**src/pkg/ccs_pkg.sv**
```systemverilog
/*
  Shared constants for the cell charge sequencer: time base, phase
  timer limits, comparator flag positions, register map and phases.
  Assumes a single 250 MHz clock.
*/
`default_nettype none
package ccs_pkg;

  // ---------------------------------------------------------------
  // time base
  // ---------------------------------------------------------------
  localparam longint CLK_KHZ   = 250000;
  localparam longint TICK_MS   = 6000;  // one tenth of a minute
  localparam longint TICK_CYC  = TICK_MS * CLK_KHZ;
  localparam longint BLINK_MS  = 125;
  localparam longint BLINK_CYC = BLINK_MS * CLK_KHZ;

  // ---------------------------------------------------------------
  // phase limits, in tenths of a minute
  // ---------------------------------------------------------------
  localparam int          TW          = 12;
  localparam logic [11:0] BLANK_T     = 12'h02b;  // 4.3 min
  localparam logic [11:0] COND_TO_T   = 12'h12c;  // 30 min
  localparam logic [11:0] BULK_STEP_T = 12'h12c;  // 30 min
  localparam logic [11:0] BULK_MAX_T  = 12'he10;  // 6 hours
  localparam logic [11:0] NO_LIMIT_T  = 12'hfff;

  // ---------------------------------------------------------------
  // synchronised flag positions
  // ---------------------------------------------------------------
  localparam int F_LOW   = 0;
  localparam int F_DET   = 1;
  localparam int F_OPEN  = 2;
  localparam int F_TOK   = 3;
  localparam int F_OVT   = 4;
  localparam int F_SLOPE = 5;
  localparam int F_DSET  = 6;
  localparam int F_DRST  = 7;
  localparam int F_MODE  = 8;
  localparam int F_RTF   = 9;
  localparam int F_SEL   = 10;
  localparam int NSYNC   = 14;

  // ---------------------------------------------------------------
  // register map
  // ---------------------------------------------------------------
  localparam logic [3:0] A_CTRL    = 4'h0;
  localparam logic [3:0] A_PHASE   = 4'h1;
  localparam logic [3:0] A_ISTAT   = 4'h2;
  localparam logic [3:0] A_IMASK   = 4'h3;
  localparam int         C_QTR     = 0;
  localparam int         C_SUSP    = 1;
  localparam logic [1:0] CTRL_RST  = 2'h0;
  localparam int         I_PHASE   = 0;
  localparam int         I_FAULT   = 1;
  localparam int         I_DONE    = 2;
  localparam int         I_DISCH   = 3;
  localparam logic [3:0] IMASK_RST = 4'h0;

  typedef enum logic [6:0] {
    PH_PRES  = 7'h01,
    PH_COND  = 7'h02,
    PH_BULK  = 7'h04,
    PH_FIN   = 7'h08,
    PH_DONE  = 7'h10,
    PH_FAULT = 7'h20,
    PH_DISCH = 7'h40
  } ccs_phase_type;

endpackage
`default_nettype wire

```
**src/pkg/ccs_tmr_if.sv**
```systemverilog
/*
  Link between the sequencer and its phase timer.
  Assumes both ends run on the same clock.
*/
`timescale 1ns/10ps
`default_nettype none
interface ccs_tmr_if;
  logic        clear;
  logic [11:0] limit;
  logic [11:0] count;
  logic        expired;
  modport ctl (output clear, output limit, input count, input expired);
  modport tmr (input clear, input limit, output count, output expired);
endinterface
`default_nettype wire

```
**src/design/ccs_phase_timer.sv**
```systemverilog
/*
  Phase timer: prescaled tick, count in tenths of a minute, and an
  expiry flag against the limit. Assumes clear is a same-clock level.
*/
`timescale 1ns/10ps
`default_nettype none
module ccs_phase_timer #(
  parameter int unsigned TICK_CYC = 32'(ccs_pkg::TICK_CYC)
) (
  // clock and reset
  input  wire logic ref_clk_i,
  input  wire logic nrst_i,
  // sequencer side
  ccs_tmr_if.tmr    tmr
);

  typedef struct packed {
    logic [31:0] pre;
    logic [11:0] cnt;
    logic        exp;
  } ccs_tmr_st_type;

  ccs_tmr_st_type st_r;
  ccs_tmr_st_type st_nxt;

  always_comb begin
    st_nxt = st_r;
    if (tmr.clear) begin
      st_nxt = '0;
    end else begin
      st_nxt.exp = (st_r.cnt >= tmr.limit);
      if (st_r.pre == TICK_CYC - 32'd1) begin
        st_nxt.pre = 32'h0000_0000;
        // saturate rather than wrap back into a short count
        if (st_r.cnt != 12'hfff) begin
          st_nxt.cnt = st_r.cnt + 12'h001;
        end
      end else begin
        st_nxt.pre = st_r.pre + 32'd1;
      end
    end
  end

  always_ff @(posedge ref_clk_i) begin
    if (!nrst_i) begin
      st_r <= '0;
    end else begin
      st_r <= st_nxt;
    end
  end

  assign tmr.count   = st_r.cnt;
  assign tmr.expired = st_r.exp;

endmodule
`default_nettype wire

```
**src/design/ccs_sequencer.sv**
```systemverilog
/*
  Cell charge sequencer: comparator flags in, phase machine, charge
  drive and open-drain status indicator out, small register port.
  Assumes comparator flags are asynchronous levels from the analog
  front end and nrst_i is held low while supply is below lockout.
*/
`timescale 1ns/10ps
`default_nettype none
module ccs_sequencer #(
  parameter int unsigned TICK_CYC  = 32'(ccs_pkg::TICK_CYC),
  parameter int unsigned BLINK_CYC = 32'(ccs_pkg::BLINK_CYC)
) (
  // clock and reset
  input  wire logic       ref_clk_i,
  input  wire logic       nrst_i,
  // comparator flags
  input  wire logic       cell_above_low_i,
  input  wire logic       cell_detect_i,
  input  wire logic       cell_open_i,
  input  wire logic       temp_in_range_i,
  input  wire logic       over_temp_i,
  input  wire logic       temp_slope_i,
  input  wire logic       disch_set_i,
  input  wire logic       disch_clear_i,
  // straps
  input  wire logic       mode_select_i,
  input  wire logic       timeout_float_i,
  input  wire logic [3:0] timeout_sel_i,
  // register port
  input  wire logic [3:0] reg_addr_i,
  input  wire logic [7:0] reg_wdata_i,
  input  wire logic       reg_wr_i,
  input  wire logic       reg_rd_i,
  output logic      [7:0] reg_rdata_o,
  // charge drive
  output logic            charge_drive_en_o,
  output logic            charge_drive_reduced_o,
  output logic            charge_drive_linear_o,
  output logic            charge_drive_full_on_o,
  // status indicator, open drain
  output logic            status_ind_o,
  output logic            status_ind_oe_o,
  // interrupt
  output logic            irq_o
);

  typedef struct packed {
    logic [13:0]           s1;
    logic [13:0]           s2;
    ccs_pkg::ccs_phase_type ph;
    logic [1:0]            ctrl;
    logic [3:0]            ist;
    logic [3:0]            imsk;
    logic [31:0]           bcnt;
    logic [2:0]            bph;
    logic [7:0]            rdata;
    logic                  drv_en;
    logic                  drv_red;
    logic                  drv_lin;
    logic                  drv_full;
    logic                  ind_oe;
    logic                  irq;
  } ccs_seq_st_type;

  ccs_seq_st_type st_r;
  ccs_seq_st_type st_nxt;
  ccs_tmr_if      tif ();

  logic f_low, f_det, f_open, f_tok, f_ovt;
  logic f_slope, f_dset, f_drst, f_mode, f_susp;
  logic [3:0] f_sel;

  // ---------------------------------------------------------------
  // flags, read only after the second flop
  // ---------------------------------------------------------------
  assign f_low   = st_r.s2[ccs_pkg::F_LOW];
  assign f_det   = st_r.s2[ccs_pkg::F_DET];
  assign f_open  = st_r.s2[ccs_pkg::F_OPEN];
  assign f_tok   = st_r.s2[ccs_pkg::F_TOK];
  assign f_ovt   = st_r.s2[ccs_pkg::F_OVT];
  assign f_slope = st_r.s2[ccs_pkg::F_SLOPE];
  assign f_dset  = st_r.s2[ccs_pkg::F_DSET];
  assign f_drst  = st_r.s2[ccs_pkg::F_DRST];
  assign f_mode  = st_r.s2[ccs_pkg::F_MODE];
  assign f_sel   = st_r.s2[ccs_pkg::F_SEL +: 4];
  // floating timeout pin or software request both suspend
  assign f_susp  = st_r.s2[ccs_pkg::F_RTF] | st_r.ctrl[ccs_pkg::C_SUSP];

  // ---------------------------------------------------------------
  // timer limits
  // ---------------------------------------------------------------
  function automatic logic [11:0] bulk_limit(input logic [3:0] sel);
    logic [15:0] p;
    p = 16'(ccs_pkg::BULK_STEP_T) * ({12'h000, sel} + 16'h0001);
    if (p > 16'(ccs_pkg::BULK_MAX_T)) begin
      p = 16'(ccs_pkg::BULK_MAX_T);
    end
    return p[11:0];
  endfunction

  function automatic logic is_charging(input ccs_pkg::ccs_phase_type p);
    return (p == ccs_pkg::PH_COND) || (p == ccs_pkg::PH_BULK) ||
           (p == ccs_pkg::PH_FIN);
  endfunction

  ccs_phase_timer #(
    .TICK_CYC (TICK_CYC)
  ) u_timer (
    .ref_clk_i (ref_clk_i),
    .nrst_i    (nrst_i),
    .tmr       (tif.tmr)
  );

  // one timer restarts on every phase change
  assign tif.clear = (st_nxt.ph != st_r.ph);

  always_comb begin
    case (st_nxt.ph)
      ccs_pkg::PH_COND: tif.limit = ccs_pkg::COND_TO_T;
      ccs_pkg::PH_BULK: tif.limit = bulk_limit(f_sel);
      ccs_pkg::PH_FIN: begin
        if (st_r.ctrl[ccs_pkg::C_QTR]) begin
          tif.limit = bulk_limit(f_sel) >> 2;
        end else begin
          tif.limit = bulk_limit(f_sel) >> 1;
        end
      end
      default: tif.limit = ccs_pkg::NO_LIMIT_T;
    endcase
  end

  // ---------------------------------------------------------------
  // next state
  // ---------------------------------------------------------------
  always_comb begin
    logic [3:0] ev;
    logic [3:0] w1c;
    logic       chg;
    ev     = 4'h0;
    w1c    = 4'h0;
    chg    = 1'b0;
    st_nxt = st_r;
    st_nxt.s1 = {timeout_sel_i, timeout_float_i, mode_select_i,
                 disch_clear_i, disch_set_i, temp_slope_i, over_temp_i,
                 temp_in_range_i, cell_open_i, cell_detect_i,
                 cell_above_low_i};
    st_nxt.s2 = st_r.s1;

    if (reg_wr_i) begin
      if (reg_addr_i == ccs_pkg::A_CTRL) begin
        st_nxt.ctrl = reg_wdata_i[1:0];
      end else if (reg_addr_i == ccs_pkg::A_ISTAT) begin
        w1c = reg_wdata_i[3:0];
      end else if (reg_addr_i == ccs_pkg::A_IMASK) begin
        st_nxt.imsk = reg_wdata_i[3:0];
      end
    end

    if (st_r.ph == ccs_pkg::PH_DISCH) begin
      if (f_drst) begin
        st_nxt.ph = ccs_pkg::PH_PRES;
      end
    end else if (f_dset) begin
      st_nxt.ph = ccs_pkg::PH_DISCH;
    end else if (f_susp && st_r.ph != ccs_pkg::PH_FAULT) begin
      st_nxt.ph = ccs_pkg::PH_PRES;
    end else begin
      case (st_r.ph)
        ccs_pkg::PH_PRES: begin
          // pack present at power-up is seen here just as an insertion
          if (f_det && f_tok) begin
            st_nxt.ph = ccs_pkg::PH_COND;
          end
        end
        ccs_pkg::PH_COND: begin
          if (f_open) begin
            st_nxt.ph = ccs_pkg::PH_PRES;
          end else if (f_ovt) begin
            st_nxt.ph = ccs_pkg::PH_FAULT;
          end else if (f_low) begin
            st_nxt.ph = ccs_pkg::PH_BULK;
          end else if (tif.expired) begin
            st_nxt.ph = ccs_pkg::PH_FAULT;
          end
        end
        ccs_pkg::PH_BULK: begin
          if (f_open) begin
            st_nxt.ph = ccs_pkg::PH_PRES;
          end else if (f_ovt) begin
            st_nxt.ph = ccs_pkg::PH_DONE;
          end else if (f_slope && tif.count >= ccs_pkg::BLANK_T) begin
            st_nxt.ph = ccs_pkg::PH_FIN;
          end else if (tif.expired) begin
            st_nxt.ph = ccs_pkg::PH_FIN;
          end
        end
        ccs_pkg::PH_FIN: begin
          if (f_open) begin
            st_nxt.ph = ccs_pkg::PH_PRES;
          end else if (f_ovt || tif.expired) begin
            st_nxt.ph = ccs_pkg::PH_DONE;
          end
        end
        ccs_pkg::PH_DONE, ccs_pkg::PH_FAULT: begin
          if (f_open) begin
            st_nxt.ph = ccs_pkg::PH_PRES;
          end
        end
        default: st_nxt.ph = ccs_pkg::PH_PRES;
      endcase
    end

    // status events; a new event beats a clear in the same cycle
    if (st_nxt.ph != st_r.ph) begin
      ev[ccs_pkg::I_PHASE] = 1'b1;
      ev[ccs_pkg::I_FAULT] = (st_nxt.ph == ccs_pkg::PH_FAULT);
      ev[ccs_pkg::I_DONE]  = (st_nxt.ph == ccs_pkg::PH_DONE);
      ev[ccs_pkg::I_DISCH] = (st_nxt.ph == ccs_pkg::PH_DISCH);
    end
    st_nxt.ist = (st_r.ist & ~w1c) | ev;
    st_nxt.irq = |(st_nxt.ist & st_nxt.imsk);

    // blink base: bph[0] gives 4 Hz, bph[2] gives 1 Hz
    if (st_r.bcnt == BLINK_CYC - 32'd1) begin
      st_nxt.bcnt = 32'h0000_0000;
      st_nxt.bph  = st_r.bph + 3'h1;
    end else begin
      st_nxt.bcnt = st_r.bcnt + 32'd1;
    end

    chg = is_charging(st_nxt.ph);
    st_nxt.drv_en   = chg;
    st_nxt.drv_red  = (st_nxt.ph == ccs_pkg::PH_COND) ||
                      (st_nxt.ph == ccs_pkg::PH_FIN);
    st_nxt.drv_lin  = ~f_mode;
    st_nxt.drv_full = (st_nxt.ph == ccs_pkg::PH_DISCH);
    if (chg) begin
      st_nxt.ind_oe = ~st_nxt.bph[2];
    end else if (st_nxt.ph == ccs_pkg::PH_FAULT) begin
      st_nxt.ind_oe = ~st_nxt.bph[0];
    end else begin
      st_nxt.ind_oe = 1'b0;
    end

    st_nxt.rdata = 8'h00;
    if (reg_rd_i) begin
      if (reg_addr_i == ccs_pkg::A_CTRL) begin
        st_nxt.rdata = {6'h00, st_r.ctrl};
      end else if (reg_addr_i == ccs_pkg::A_PHASE) begin
        st_nxt.rdata = {1'b0, st_r.ph};
      end else if (reg_addr_i == ccs_pkg::A_ISTAT) begin
        st_nxt.rdata = {4'h0, st_r.ist};
      end else if (reg_addr_i == ccs_pkg::A_IMASK) begin
        st_nxt.rdata = {4'h0, st_r.imsk};
      end
    end
  end

  always_ff @(posedge ref_clk_i) begin
    if (!nrst_i) begin
      st_r      <= '0;
      st_r.ph   <= ccs_pkg::PH_PRES;
      st_r.ctrl <= ccs_pkg::CTRL_RST;
      st_r.imsk <= ccs_pkg::IMASK_RST;
      st_r.drv_lin <= 1'b1;
    end else begin
      st_r <= st_nxt;
    end
  end

  // ---------------------------------------------------------------
  // outputs
  // ---------------------------------------------------------------
  assign reg_rdata_o            = st_r.rdata;
  assign charge_drive_en_o      = st_r.drv_en;
  assign charge_drive_reduced_o = st_r.drv_red;
  assign charge_drive_linear_o  = st_r.drv_lin;
  assign charge_drive_full_on_o = st_r.drv_full;
  assign status_ind_o           = 1'b0;
  assign status_ind_oe_o        = st_r.ind_oe;
  assign irq_o                  = st_r.irq;

  logic quiet;
  assign quiet = !f_open && !f_dset && !f_susp;
endmodule
`default_nettype wire

```
**config.mk**
```make
export PLATFORM = sky130hd
export DESIGN_NAME = ccs_sequencer
export DESIGN_NICKNAME = d
export VERILOG_FILES = /design/src/pkg/ccs_pkg.sv /design/src/pkg/ccs_tmr_if.sv /design/src/design/ccs_phase_timer.sv /design/src/design/ccs_sequencer.sv
export SDC_FILE = /design/constraint.sdc
export NUM_CORES = 1
export LEC_CHECK = 0
export BUFFER_PORTS_ARGS = -buffer_cell sky130_fd_sc_hd__buf_2
export CAP_MARGIN = 10
export CORE_ASPECT_RATIO = 2
export CORE_MARGIN = 3
export CORE_UTILIZATION = 65
export CTS_BUF_LIST = sky130_fd_sc_hd__clkbuf_4
export DETAILED_ROUTE_END_ITERATION = 10
export PLACE_DENSITY = 0.82
export RECOVER_POWER = 50
export SLEW_MARGIN = 10
export SYNTH_ARGS = -nofsm -noshare
export SYNTH_HDL_FRONTEND = slang
export SYNTH_SLANG_ARGS = --single-unit
```
**constraint.sdc**
```tcl
create_clock -name ref_clk_i -period 12.3 [get_ports ref_clk_i]
set_input_delay 0.615 -clock ref_clk_i [delete_from_list [all_inputs] [get_ports ref_clk_i]]
set_output_delay 0.615 -clock ref_clk_i [all_outputs]
set_load 0.02 [all_outputs]
```
* Word level (Yosys, flattened, before mapping)
Cells that the tools add are included.
** Storage, ports and cells
- Register bits :: 139
- Bits of input ports :: 30
** Cells by class
- $add $sub $neg :: 5
- Multiply operators :: 1
- Order comparisons :: 3
- Equal/unequal tests :: 21
- Multiplexer cells :: 35
- Bitwise logic cells :: 10
- Reduce and logical (&&, ||, !) cells :: 18
** Operator list (number)
- 7-bit two-way mux :: 17
- 32-bit by 1-bit adder with 32-bit output (second input constant) :: 2
- 4-bit two-way mux :: 10
- 12-bit one-hot mux with 3 select lines :: 1
- 7-bit one-hot mux with 5 select lines :: 1
- 32-bit by 25-bit == test with 1-bit output (second input constant) :: 1
- 32-bit by 31-bit == test with 1-bit output (second input constant) :: 1
- 7-bit by 2-bit == test with 1-bit output (second input constant) :: 2
- 7-bit by 3-bit == test with 1-bit output (second input constant) :: 2
- 7-bit by 4-bit == test with 1-bit output (second input constant) :: 2
- 7-bit by 5-bit == test with 1-bit output (second input constant) :: 2
- 7-bit by 6-bit == test with 1-bit output (second input constant) :: 2
- 7-bit == test (second input constant) :: 2
- 14-bit by 12-bit > comparator with 1-bit output (second input constant) :: 1
- 12-bit by 1-bit adder with 12-bit output (second input constant) :: 1
- 12-bit greater-or-equal comparator :: 1
- 12-bit by 6-bit greater-or-equal comparator with 1-bit output (second input constant) :: 1
- 7-bit by 5-bit multiplier with 12-bit output (first input constant) :: 1
- 12-bit two-way mux :: 1
- 12-bit inequality test (second input constant) :: 1
- 11-bit two-way mux :: 1
- 4-bit AND :: 2
- 4-bit by 2-bit == test with 1-bit output (second input constant) :: 2
- 7-bit by 1-bit == test with 1-bit output (second input constant) :: 1
- 20 further kinds :: 35

* Logic depth before layout (Yosys ltp)
- Depth after elaboration :: 14
- Mapped depth :: 23
- Mapped depth without buffers :: 23

* Modules after synthesis
Synthesis repeated with hierarchy kept, for this count alone.
** Unflattened totals
- Cells, all modules :: 904
- Area total of the unflattened synthesis :: 7621.1 um2
** By module, submodules not included
- ccs_sequencer :: instances 1, cells an instance 607, area each 5133.7 um2, sequential area each 1861.8 um2
- ccs_phase_timer :: instances 1, cells an instance 297, area each 2487.4 um2, sequential area each 900.9 um2

* Worst setup path before layout
Ideal clock, no wire load.
- Path type :: register -> register
- Start :: register st_r (netlist bit f_sel[0])
- End :: register u_timer.st_r (netlist bit u_timer.tmr.expired)
- Arrival time :: 4128 ps
- Data required time :: 12177 ps
- Setup slack :: 8049 ps
- Cell stages (with the launch flop) :: 23
- Cells stage by stage :: dfxtp_1 > ha_1 > xor2_1 > ha_1 > ha_1 > inv_1 > fa_1 > inv_1 > ha_1 > nand2_1 > a21oi_1 > o21a_1 > o21a_1 > or3_1 > a21oi_1 > a21oi_1 > a21oi_1 > ha_1 > o21a_1 > o21ai_0 > nand2b_1 > a21oi_1 > a211oi_1
** Between the ends
- Cells in the longest elaborated chain, start to end :: 7
** RTL lines
- from (decl) :: line ccs_sequencer.sv:65 : ccs_seq_st_type st_r;
- from (signal assigned) :: line ccs_sequencer.sv:267 : st_r <= st_nxt;
- 4-bit by 1-bit adder with 5-bit output * :: line ccs_sequencer.sv:94 : p = 16'(ccs_pkg::BULK_STEP_T) * ({12'h000, sel} + 16'h0001);
- 7-bit by 5-bit multiplier with 12-bit output * :: line ccs_sequencer.sv:94
- 14-bit by 12-bit > comparator with 1-bit output :: line ccs_sequencer.sv:95 : if (p > 16'(ccs_pkg::BULK_MAX_T)) begin
- 12-bit two-way mux * :: line ccs_sequencer.sv:95
- 11-bit two-way mux :: line ccs_sequencer.sv:122 : if (st_r.ctrl[ccs_pkg::C_QTR]) begin
- 12-bit one-hot mux with 3 select lines * :: line ccs_sequencer.sv:118 : case (st_nxt.ph)
- 12-bit greater-or-equal comparator * :: line ccs_phase_timer.sv:31 : st_nxt.exp = (st_r.cnt >= tmr.limit);
- to (signal assigned) :: line ccs_phase_timer.sv:48 : st_r <= st_nxt;
- to (decl) :: line ccs_phase_timer.sv:23 : ccs_tmr_st_type st_r;
Mark *: on every way between the ends. The rest lies on a longest branch, timed or not.
A chain may end at the register's enable or synchronous reset.

* Worst setup path in the final report
Ends and elaborated chain as after synthesis.

==> impl_results.html <==
<table>
<tr><th>Metric</th><th>Value</th></tr>
<tr><th colspan="2">Status</th></tr>
<tr><td>Result of the run</td><td>finished, violations left</td></tr>
<tr><td>Failing checks</td><td>max-capacitance violations, max-slew violations</td></tr>
<tr><th colspan="2">Logic synthesis</th></tr>
<tr><td>Count of state elements after synthesis</td><td>138</td></tr>
<tr><td>Fraction of registers with async set/reset</td><td>0%</td></tr>
<tr><td>Area share of the largest cell type after synthesis</td><td>38.76%</td></tr>
<tr><td>Mean cell area of the mapped netlist</td><td>8.660 sq um</td></tr>
<tr><td>Number of enable flip-flop cells after synthesis</td><td>0</td></tr>
<tr><td>Combined area of all synthesized cells</td><td>7127 sq um</td></tr>
<tr><td>Library cell with the largest summed area after synthesis</td><td>sky130_fd_sc_hd__dfxtp_1</td></tr>
<tr><td>Yosys warns</td><td>0</td></tr>
<tr><td>Cell types occupying the most area after synthesis</td><td>sky130_fd_sc_hd__dfxtp_1 (39%), sky130_fd_sc_hd__xor2_1 (6.4%), sky130_fd_sc_hd__nor2_1 (6.1%)</td></tr>
<tr><td>Proportion of synthesized chip area in sequential cells</td><td>38.76%</td></tr>
<tr><td>Most common flop cell mapped by yosys</td><td>sky130_fd_sc_hd__dfxtp_1</td></tr>
<tr><td>Post-synthesis cell count</td><td>a little over 800</td></tr>
<tr><td>Number of different library cells in the post-synthesis netlist</td><td>72</td></tr>
<tr><th colspan="2">CTS</th></tr>
<tr><td>Clock Root Buffer</td><td>sky130_fd_sc_hd__clkbuf_4</td></tr>
<tr><td>Count of hold-fix buffers inserted at cts</td><td>0</td></tr>
<tr><td>CTS tree</td><td>built</td></tr>
<tr><td>Worst-case clock buffer depth</td><td>2</td></tr>
<tr><td>Clk_lat worst skew</td><td>0.54 ns</td></tr>
<tr><td>Reg clk slew, reported paths</td><td>0.12 ns</td></tr>
<tr><td>CTS HTree Levels</td><td>4</td></tr>
<tr><td>Number of clock buffers inserted by TritonCTS</td><td>17</td></tr>
<tr><td>Post-CTS Repair Setup Buffers</td><td>0</td></tr>
<tr><td>Number of gates resized after CTS</td><td>0</td></tr>
<tr><td>Clock sinks</td><td>138</td></tr>
<tr><th colspan="2">Global route</th></tr>
<tr><td>First-pass GRT wire length</td><td>25,360 um</td></tr>
<tr><td>Pin count of the biggest net entering global routing</td><td>41</td></tr>
<tr><td>Total congestion overflow</td><td>0</td></tr>
<tr><td>GRT Util Overall</td><td>25.55%</td></tr>
<tr><td>Vias in the first global route</td><td>just under 6,000</td></tr>
<tr><td>Initial antenna violation count</td><td>1</td></tr>
<tr><th colspan="2">Placement</th></tr>
<tr><td>RD Place Congestion</td><td>0.9416</td></tr>
<tr><td>Total cell area at the placement stage</td><td>7268 sq um</td></tr>
<tr><td>Buffers added on ports</td><td>38</td></tr>
<tr><td>HPWL after detailed placement</td><td>about 11,000 um</td></tr>
<tr><th colspan="2">Die</th></tr>
<tr><td>Vert. Die Dim</td><td>154.1 um</td></tr>
<tr><td>Placeable core region</td><td>roughly 11,000 sq um</td></tr>
<tr><td>Total Die Area</td><td>12,330 sq um</td></tr>
<tr><td>Die outline width</td><td>around 80 um</td></tr>
<tr><td>Top-Level Pins</td><td>45</td></tr>
<tr><td>Initial cell density of the core</td><td>67.17%</td></tr>
<tr><td>Std cell rows</td><td>53</td></tr>
<tr><th colspan="2">Timing</th></tr>
<tr><td>Slew of the pin with the lowest slew margin</td><td>between 1.5 and 2 ns</td></tr>
<tr><td>Final Skew</td><td>0.01650 ns</td></tr>
<tr><td>Pins Over Slew Limit</td><td>41</td></tr>
<tr><td>Setup-failing EPs final</td><td>0</td></tr>
<tr><td>Slew margin rel.</td><td>-5.035%</td></tr>
<tr><td>Final Hold Viols</td><td>0</td></tr>
<tr><td>Crit path time final</td><td>between 4 and 5 ns</td></tr>
<tr><td>RSZ-0062 raised after global routing</td><td>no</td></tr>
<tr><td>Final critical-path share of the clock period</td><td>between 30 and 40%</td></tr>
<tr><td>Achievable frequency</td><td>0.2111 GHz</td></tr>
<tr><td>Final total negative setup slack</td><td>0 ns</td></tr>
<tr><td>Final worst hold slack</td><td>0.2738 ns</td></tr>
<tr><th colspan="2">Power and ir drop</th></tr>
<tr><td>IR Drop Worst-Case VDD</td><td>roughly 0.000086 V</td></tr>
<tr><td>Power density over the cells</td><td>107.0 nW/um^2</td></tr>
<tr><td>Static Leak</td><td>2.942 nW</td></tr>
<tr><th colspan="2">Cells and area</th></tr>
<tr><td>Area occupied by multi-input gates</td><td>4031 sq um</td></tr>
<tr><td>Final #Nets</td><td>907</td></tr>
<tr><td>Area growth from synthesis to layout</td><td>5.600%</td></tr>
<tr><td>Design area</td><td>7526 sq um</td></tr>
<tr><td>FF+latch area</td><td>2763 sq um</td></tr>
<tr><td>Number of fill cells in the layout</td><td>between 800 and 900</td></tr>
<tr><td>Share of layout cells above drive strength 1</td><td>10.08%</td></tr>
<tr><th colspan="2">Setup path</th></tr>
<tr><td>Slowest stage delay, CP</td><td>0.56 ns</td></tr>
<tr><td>Register-to-Register Path Depth</td><td>22</td></tr>
<tr><td>Critical path destination</td><td>u_timer.tmr.expired</td></tr>
<tr><td>CP Cell Sequence</td><td>ha_1, xor2_1, ha_1, ha_1, inv_1, fa_1, inv_1, ha_1, nand2_1, a21oi_1, o21a_1, o21a_1, or3_1, a21oi_1, a21oi_1, a21oi_1, ha_1, o21a_1, o21ai_0, nand2b_1, a21oi_1, a211oi_1</td></tr>
<tr><td>Crit Path Category</td><td>reg2reg</td></tr>
<tr><td>Required time of the critical path</td><td>~13 ns</td></tr>
<tr><td>Largest driver fanout on the critical path</td><td>7</td></tr>
<tr><td>Worst setup path startpoint</td><td>f_sel[0]</td></tr>
<tr><td>CP arrival</td><td>5.16 ns</td></tr>
<tr><td>Reg-to-reg critical path startpoint</td><td>f_sel[0]</td></tr>
<tr><td>Worst setup EP type</td><td>flip-flop</td></tr>
<tr><td>Register-to-register path setup slack</td><td>7.56 ns</td></tr>
<tr><td>CP max-delay cell</td><td>sky130_fd_sc_hd__dfxtp_1</td></tr>
<tr><td>Launching element type of the critical path</td><td>flip-flop</td></tr>
<tr><td>R2R Path End</td><td>u_timer.tmr.expired</td></tr>
<tr><th colspan="2">Routing</th></tr>
<tr><td>Routed length per instance</td><td>between 15 and 20 um</td></tr>
<tr><td>Routed vias/inst</td><td>around 5.9</td></tr>
<tr><td>Via count of the routed design</td><td>about 6,000</td></tr>
<tr><td>DRT antenna net count</td><td>0</td></tr>
<tr><td>Number of remaining DRC errors</td><td>0</td></tr>
<tr><td>Router iterations before antenna repair</td><td>5</td></tr>
<tr><td>Detailed Route WL</td><td>15,030 um</td></tr>
<tr><td>Drt first-iter violations</td><td>about 250</td></tr>
<tr><th colspan="2">Job</th></tr>
<tr><td>Total of max-cap violations</td><td>1</td></tr>
<tr><th colspan="2">Worst hold path</th></tr>
<tr><td>Min-delay src</td><td>disch_clear_i</td></tr>
<tr><td>Hold/Removal Path Class</td><td>in2reg</td></tr>
<tr><td>Cells on Worst Hold Path</td><td>2</td></tr>
</table>
-- worst min-delay path by stage --
stage,end
after floorplan,charge_drive_linear_o
after CTS,st_nxt[73]
final,st_nxt[73]
after detailed placement,charge_drive_linear_o
after global placement,charge_drive_linear_o
after global routing,st_nxt[76]
-- sequential cells by signal, summed over array words and instances, names as in the netlist, 4 cells and up --
| name | count |
|---|---|
| st_nxt | 14 |
| f_sel | 4 |
| u_timer.st_r | 32 |
| st_r | 53 |
| u_timer.tmr.count | 12 |
| reg_rdata_o | 7 |
-- cell type report --
class                      instances  share of cell area [%]
antenna                            1                 0.03325
clock buffer                      18                   1.796
clock inverter                    14                   1.829
inverter                          30                   1.496
multi-input combinational        615                   53.57
sequential                       138                   36.71
tap                              137                   2.278
timing repair buffer              38                   2.294
-- critical path, delay by kind of cell (launching register included) --
kind / cells / cell delay, ns
flip-flops: 1 / 0.56
XOR/XNOR: 1 / 0.33
adder cells (fa/ha/maj): 6 / 1.66
buffers and inverters: 2 / 0.14
AO/OA/AOI/OAI: 10 / 1.42
AND/OR/NAND/NOR: 3 / 0.52
-- cell families after synthesis --
family                     synth area share, %
and+or+nand+nor                          27.42
DFF                                      38.76
AOI/OAI and AO/OA                        10.15
xor gates and xnor gates                 9.709
buffers and inverters                    4.722
adders and majority gates                6.812
muxes                                    2.370
other                                  0.05262
-- synthesized netlist by cell type, types with 3 or more instances --
| cell | n |
|---|---|
| sky130_fd_sc_hd__xor2_1 | 52 |
| sky130_fd_sc_hd__a221oi_1 | 6 |
| sky130_fd_sc_hd__and4_1 | 3 |
| sky130_fd_sc_hd__nand2_1 | 54 |
| sky130_fd_sc_hd__nand4_1 | 17 |
| sky130_fd_sc_hd__nor3b_1 | 6 |
| sky130_fd_sc_hd__buf_4 | 10 |
| sky130_fd_sc_hd__fa_1 | 3 |
| sky130_fd_sc_hd__nor2b_1 | 5 |
| sky130_fd_sc_hd__or3_1 | 9 |
| sky130_fd_sc_hd__nor2_1 | 115 |
| sky130_fd_sc_hd__xnor2_1 | 27 |
| sky130_fd_sc_hd__and2_1 | 41 |
| sky130_fd_sc_hd__o31a_1 | 3 |
| sky130_fd_sc_hd__dfxtp_1 | 138 |
| sky130_fd_sc_hd__o21a_1 | 5 |
| sky130_fd_sc_hd__ha_1 | 34 |
| sky130_fd_sc_hd__a21oi_1 | 34 |
| sky130_fd_sc_hd__a21o_1 | 3 |
| sky130_fd_sc_hd__nand2b_1 | 6 |
| sky130_fd_sc_hd__nor4_1 | 9 |
| sky130_fd_sc_hd__or4_1 | 4 |
| sky130_fd_sc_hd__inv_1 | 29 |
| sky130_fd_sc_hd__nor4b_1 | 5 |
| sky130_fd_sc_hd__nor3_1 | 19 |
| sky130_fd_sc_hd__clkbuf_1 | 24 |
| sky130_fd_sc_hd__nor2_2 | 11 |
| sky130_fd_sc_hd__nand3_1 | 40 |
| sky130_fd_sc_hd__mux2_2 | 3 |
| sky130_fd_sc_hd__mux2i_1 | 9 |
| sky130_fd_sc_hd__and3_1 | 21 |
| sky130_fd_sc_hd__o21ai_0 | 22 |
| sky130_fd_sc_hd__buf_6 | 4 |
| sky130_fd_sc_hd__nand3b_1 | 5 |
-- through the flow --
step	power (W)	std cells	util, %	setup WS (ns)
after CTS	0.0008147	990	71.07	7.558
after floorplan	0.0005212	824	-	8.049
final	0.0008056	991	70.93	7.564
after global routing	0.0008416	991	70.93	7.219
after global placement	0.0005325	958	68.50	7.711
after detailed placement	0.0005353	958	68.50	7.586
-- layer usage --
metal | share of wire (%) | global-route usage, % | routed length, um
met1 | 36 | 24.03 | 5344
met3 | 3.6 | 4.689 | 535
met5 | 0 | 0 | 0
met4 | 4.2 | 13.22 | 625
met2 | 57 | 49.60 | 8524
-- cells in the final DEF, fill, tap and decap left out, types with 3 or more instances in the layout --
cell type and n:
sky130_fd_sc_hd__fa_1 3, sky130_fd_sc_hd__a21oi_1 34, sky130_fd_sc_hd__nor2_1 115, sky130_fd_sc_hd__clkinv_4 3, sky130_fd_sc_hd__nor2_2 11, sky130_fd_sc_hd__a221oi_1 6
sky130_fd_sc_hd__o21ai_0 22, sky130_fd_sc_hd__clkbuf_4 18, sky130_fd_sc_hd__nand4_1 17, sky130_fd_sc_hd__or3_1 9, sky130_fd_sc_hd__mux2i_1 9, sky130_fd_sc_hd__nor4_1 9
sky130_fd_sc_hd__and2_0 27, sky130_fd_sc_hd__buf_2 24, sky130_fd_sc_hd__nor3_1 19, sky130_fd_sc_hd__mux2_2 3, sky130_fd_sc_hd__dfxtp_1 138, sky130_fd_sc_hd__nand3b_1 5
sky130_fd_sc_hd__a21o_1 3, sky130_fd_sc_hd__and2_1 14, sky130_fd_sc_hd__nor4b_1 5, sky130_fd_sc_hd__o31a_1 3, sky130_fd_sc_hd__nor3b_1 6, sky130_fd_sc_hd__ha_1 34
sky130_fd_sc_hd__and3_1 21, sky130_fd_sc_hd__and4_1 3, sky130_fd_sc_hd__inv_6 4, sky130_fd_sc_hd__inv_1 29, sky130_fd_sc_hd__xor2_1 52, sky130_fd_sc_hd__or4_1 4
sky130_fd_sc_hd__o21a_1 5, sky130_fd_sc_hd__clkbuf_1 14, sky130_fd_sc_hd__nand2b_1 6, sky130_fd_sc_hd__nand3_1 40, sky130_fd_sc_hd__nand2_1 54, sky130_fd_sc_hd__nor2b_1 5
sky130_fd_sc_hd__xnor2_1 27
-- report_power, final --
part	total, W	switching, W	leakage [nW]	internal [W]
Sequential	0.000461	0.00000643	1.12	0.000454
Combinational	0.0000643	0.0000401	1.68	0.0000243
Clock	0.000280	0.000173	0.145	0.000107
Total	0.000806	0.000220	2.94	0.000586
(Power assumes the default switching activity.)
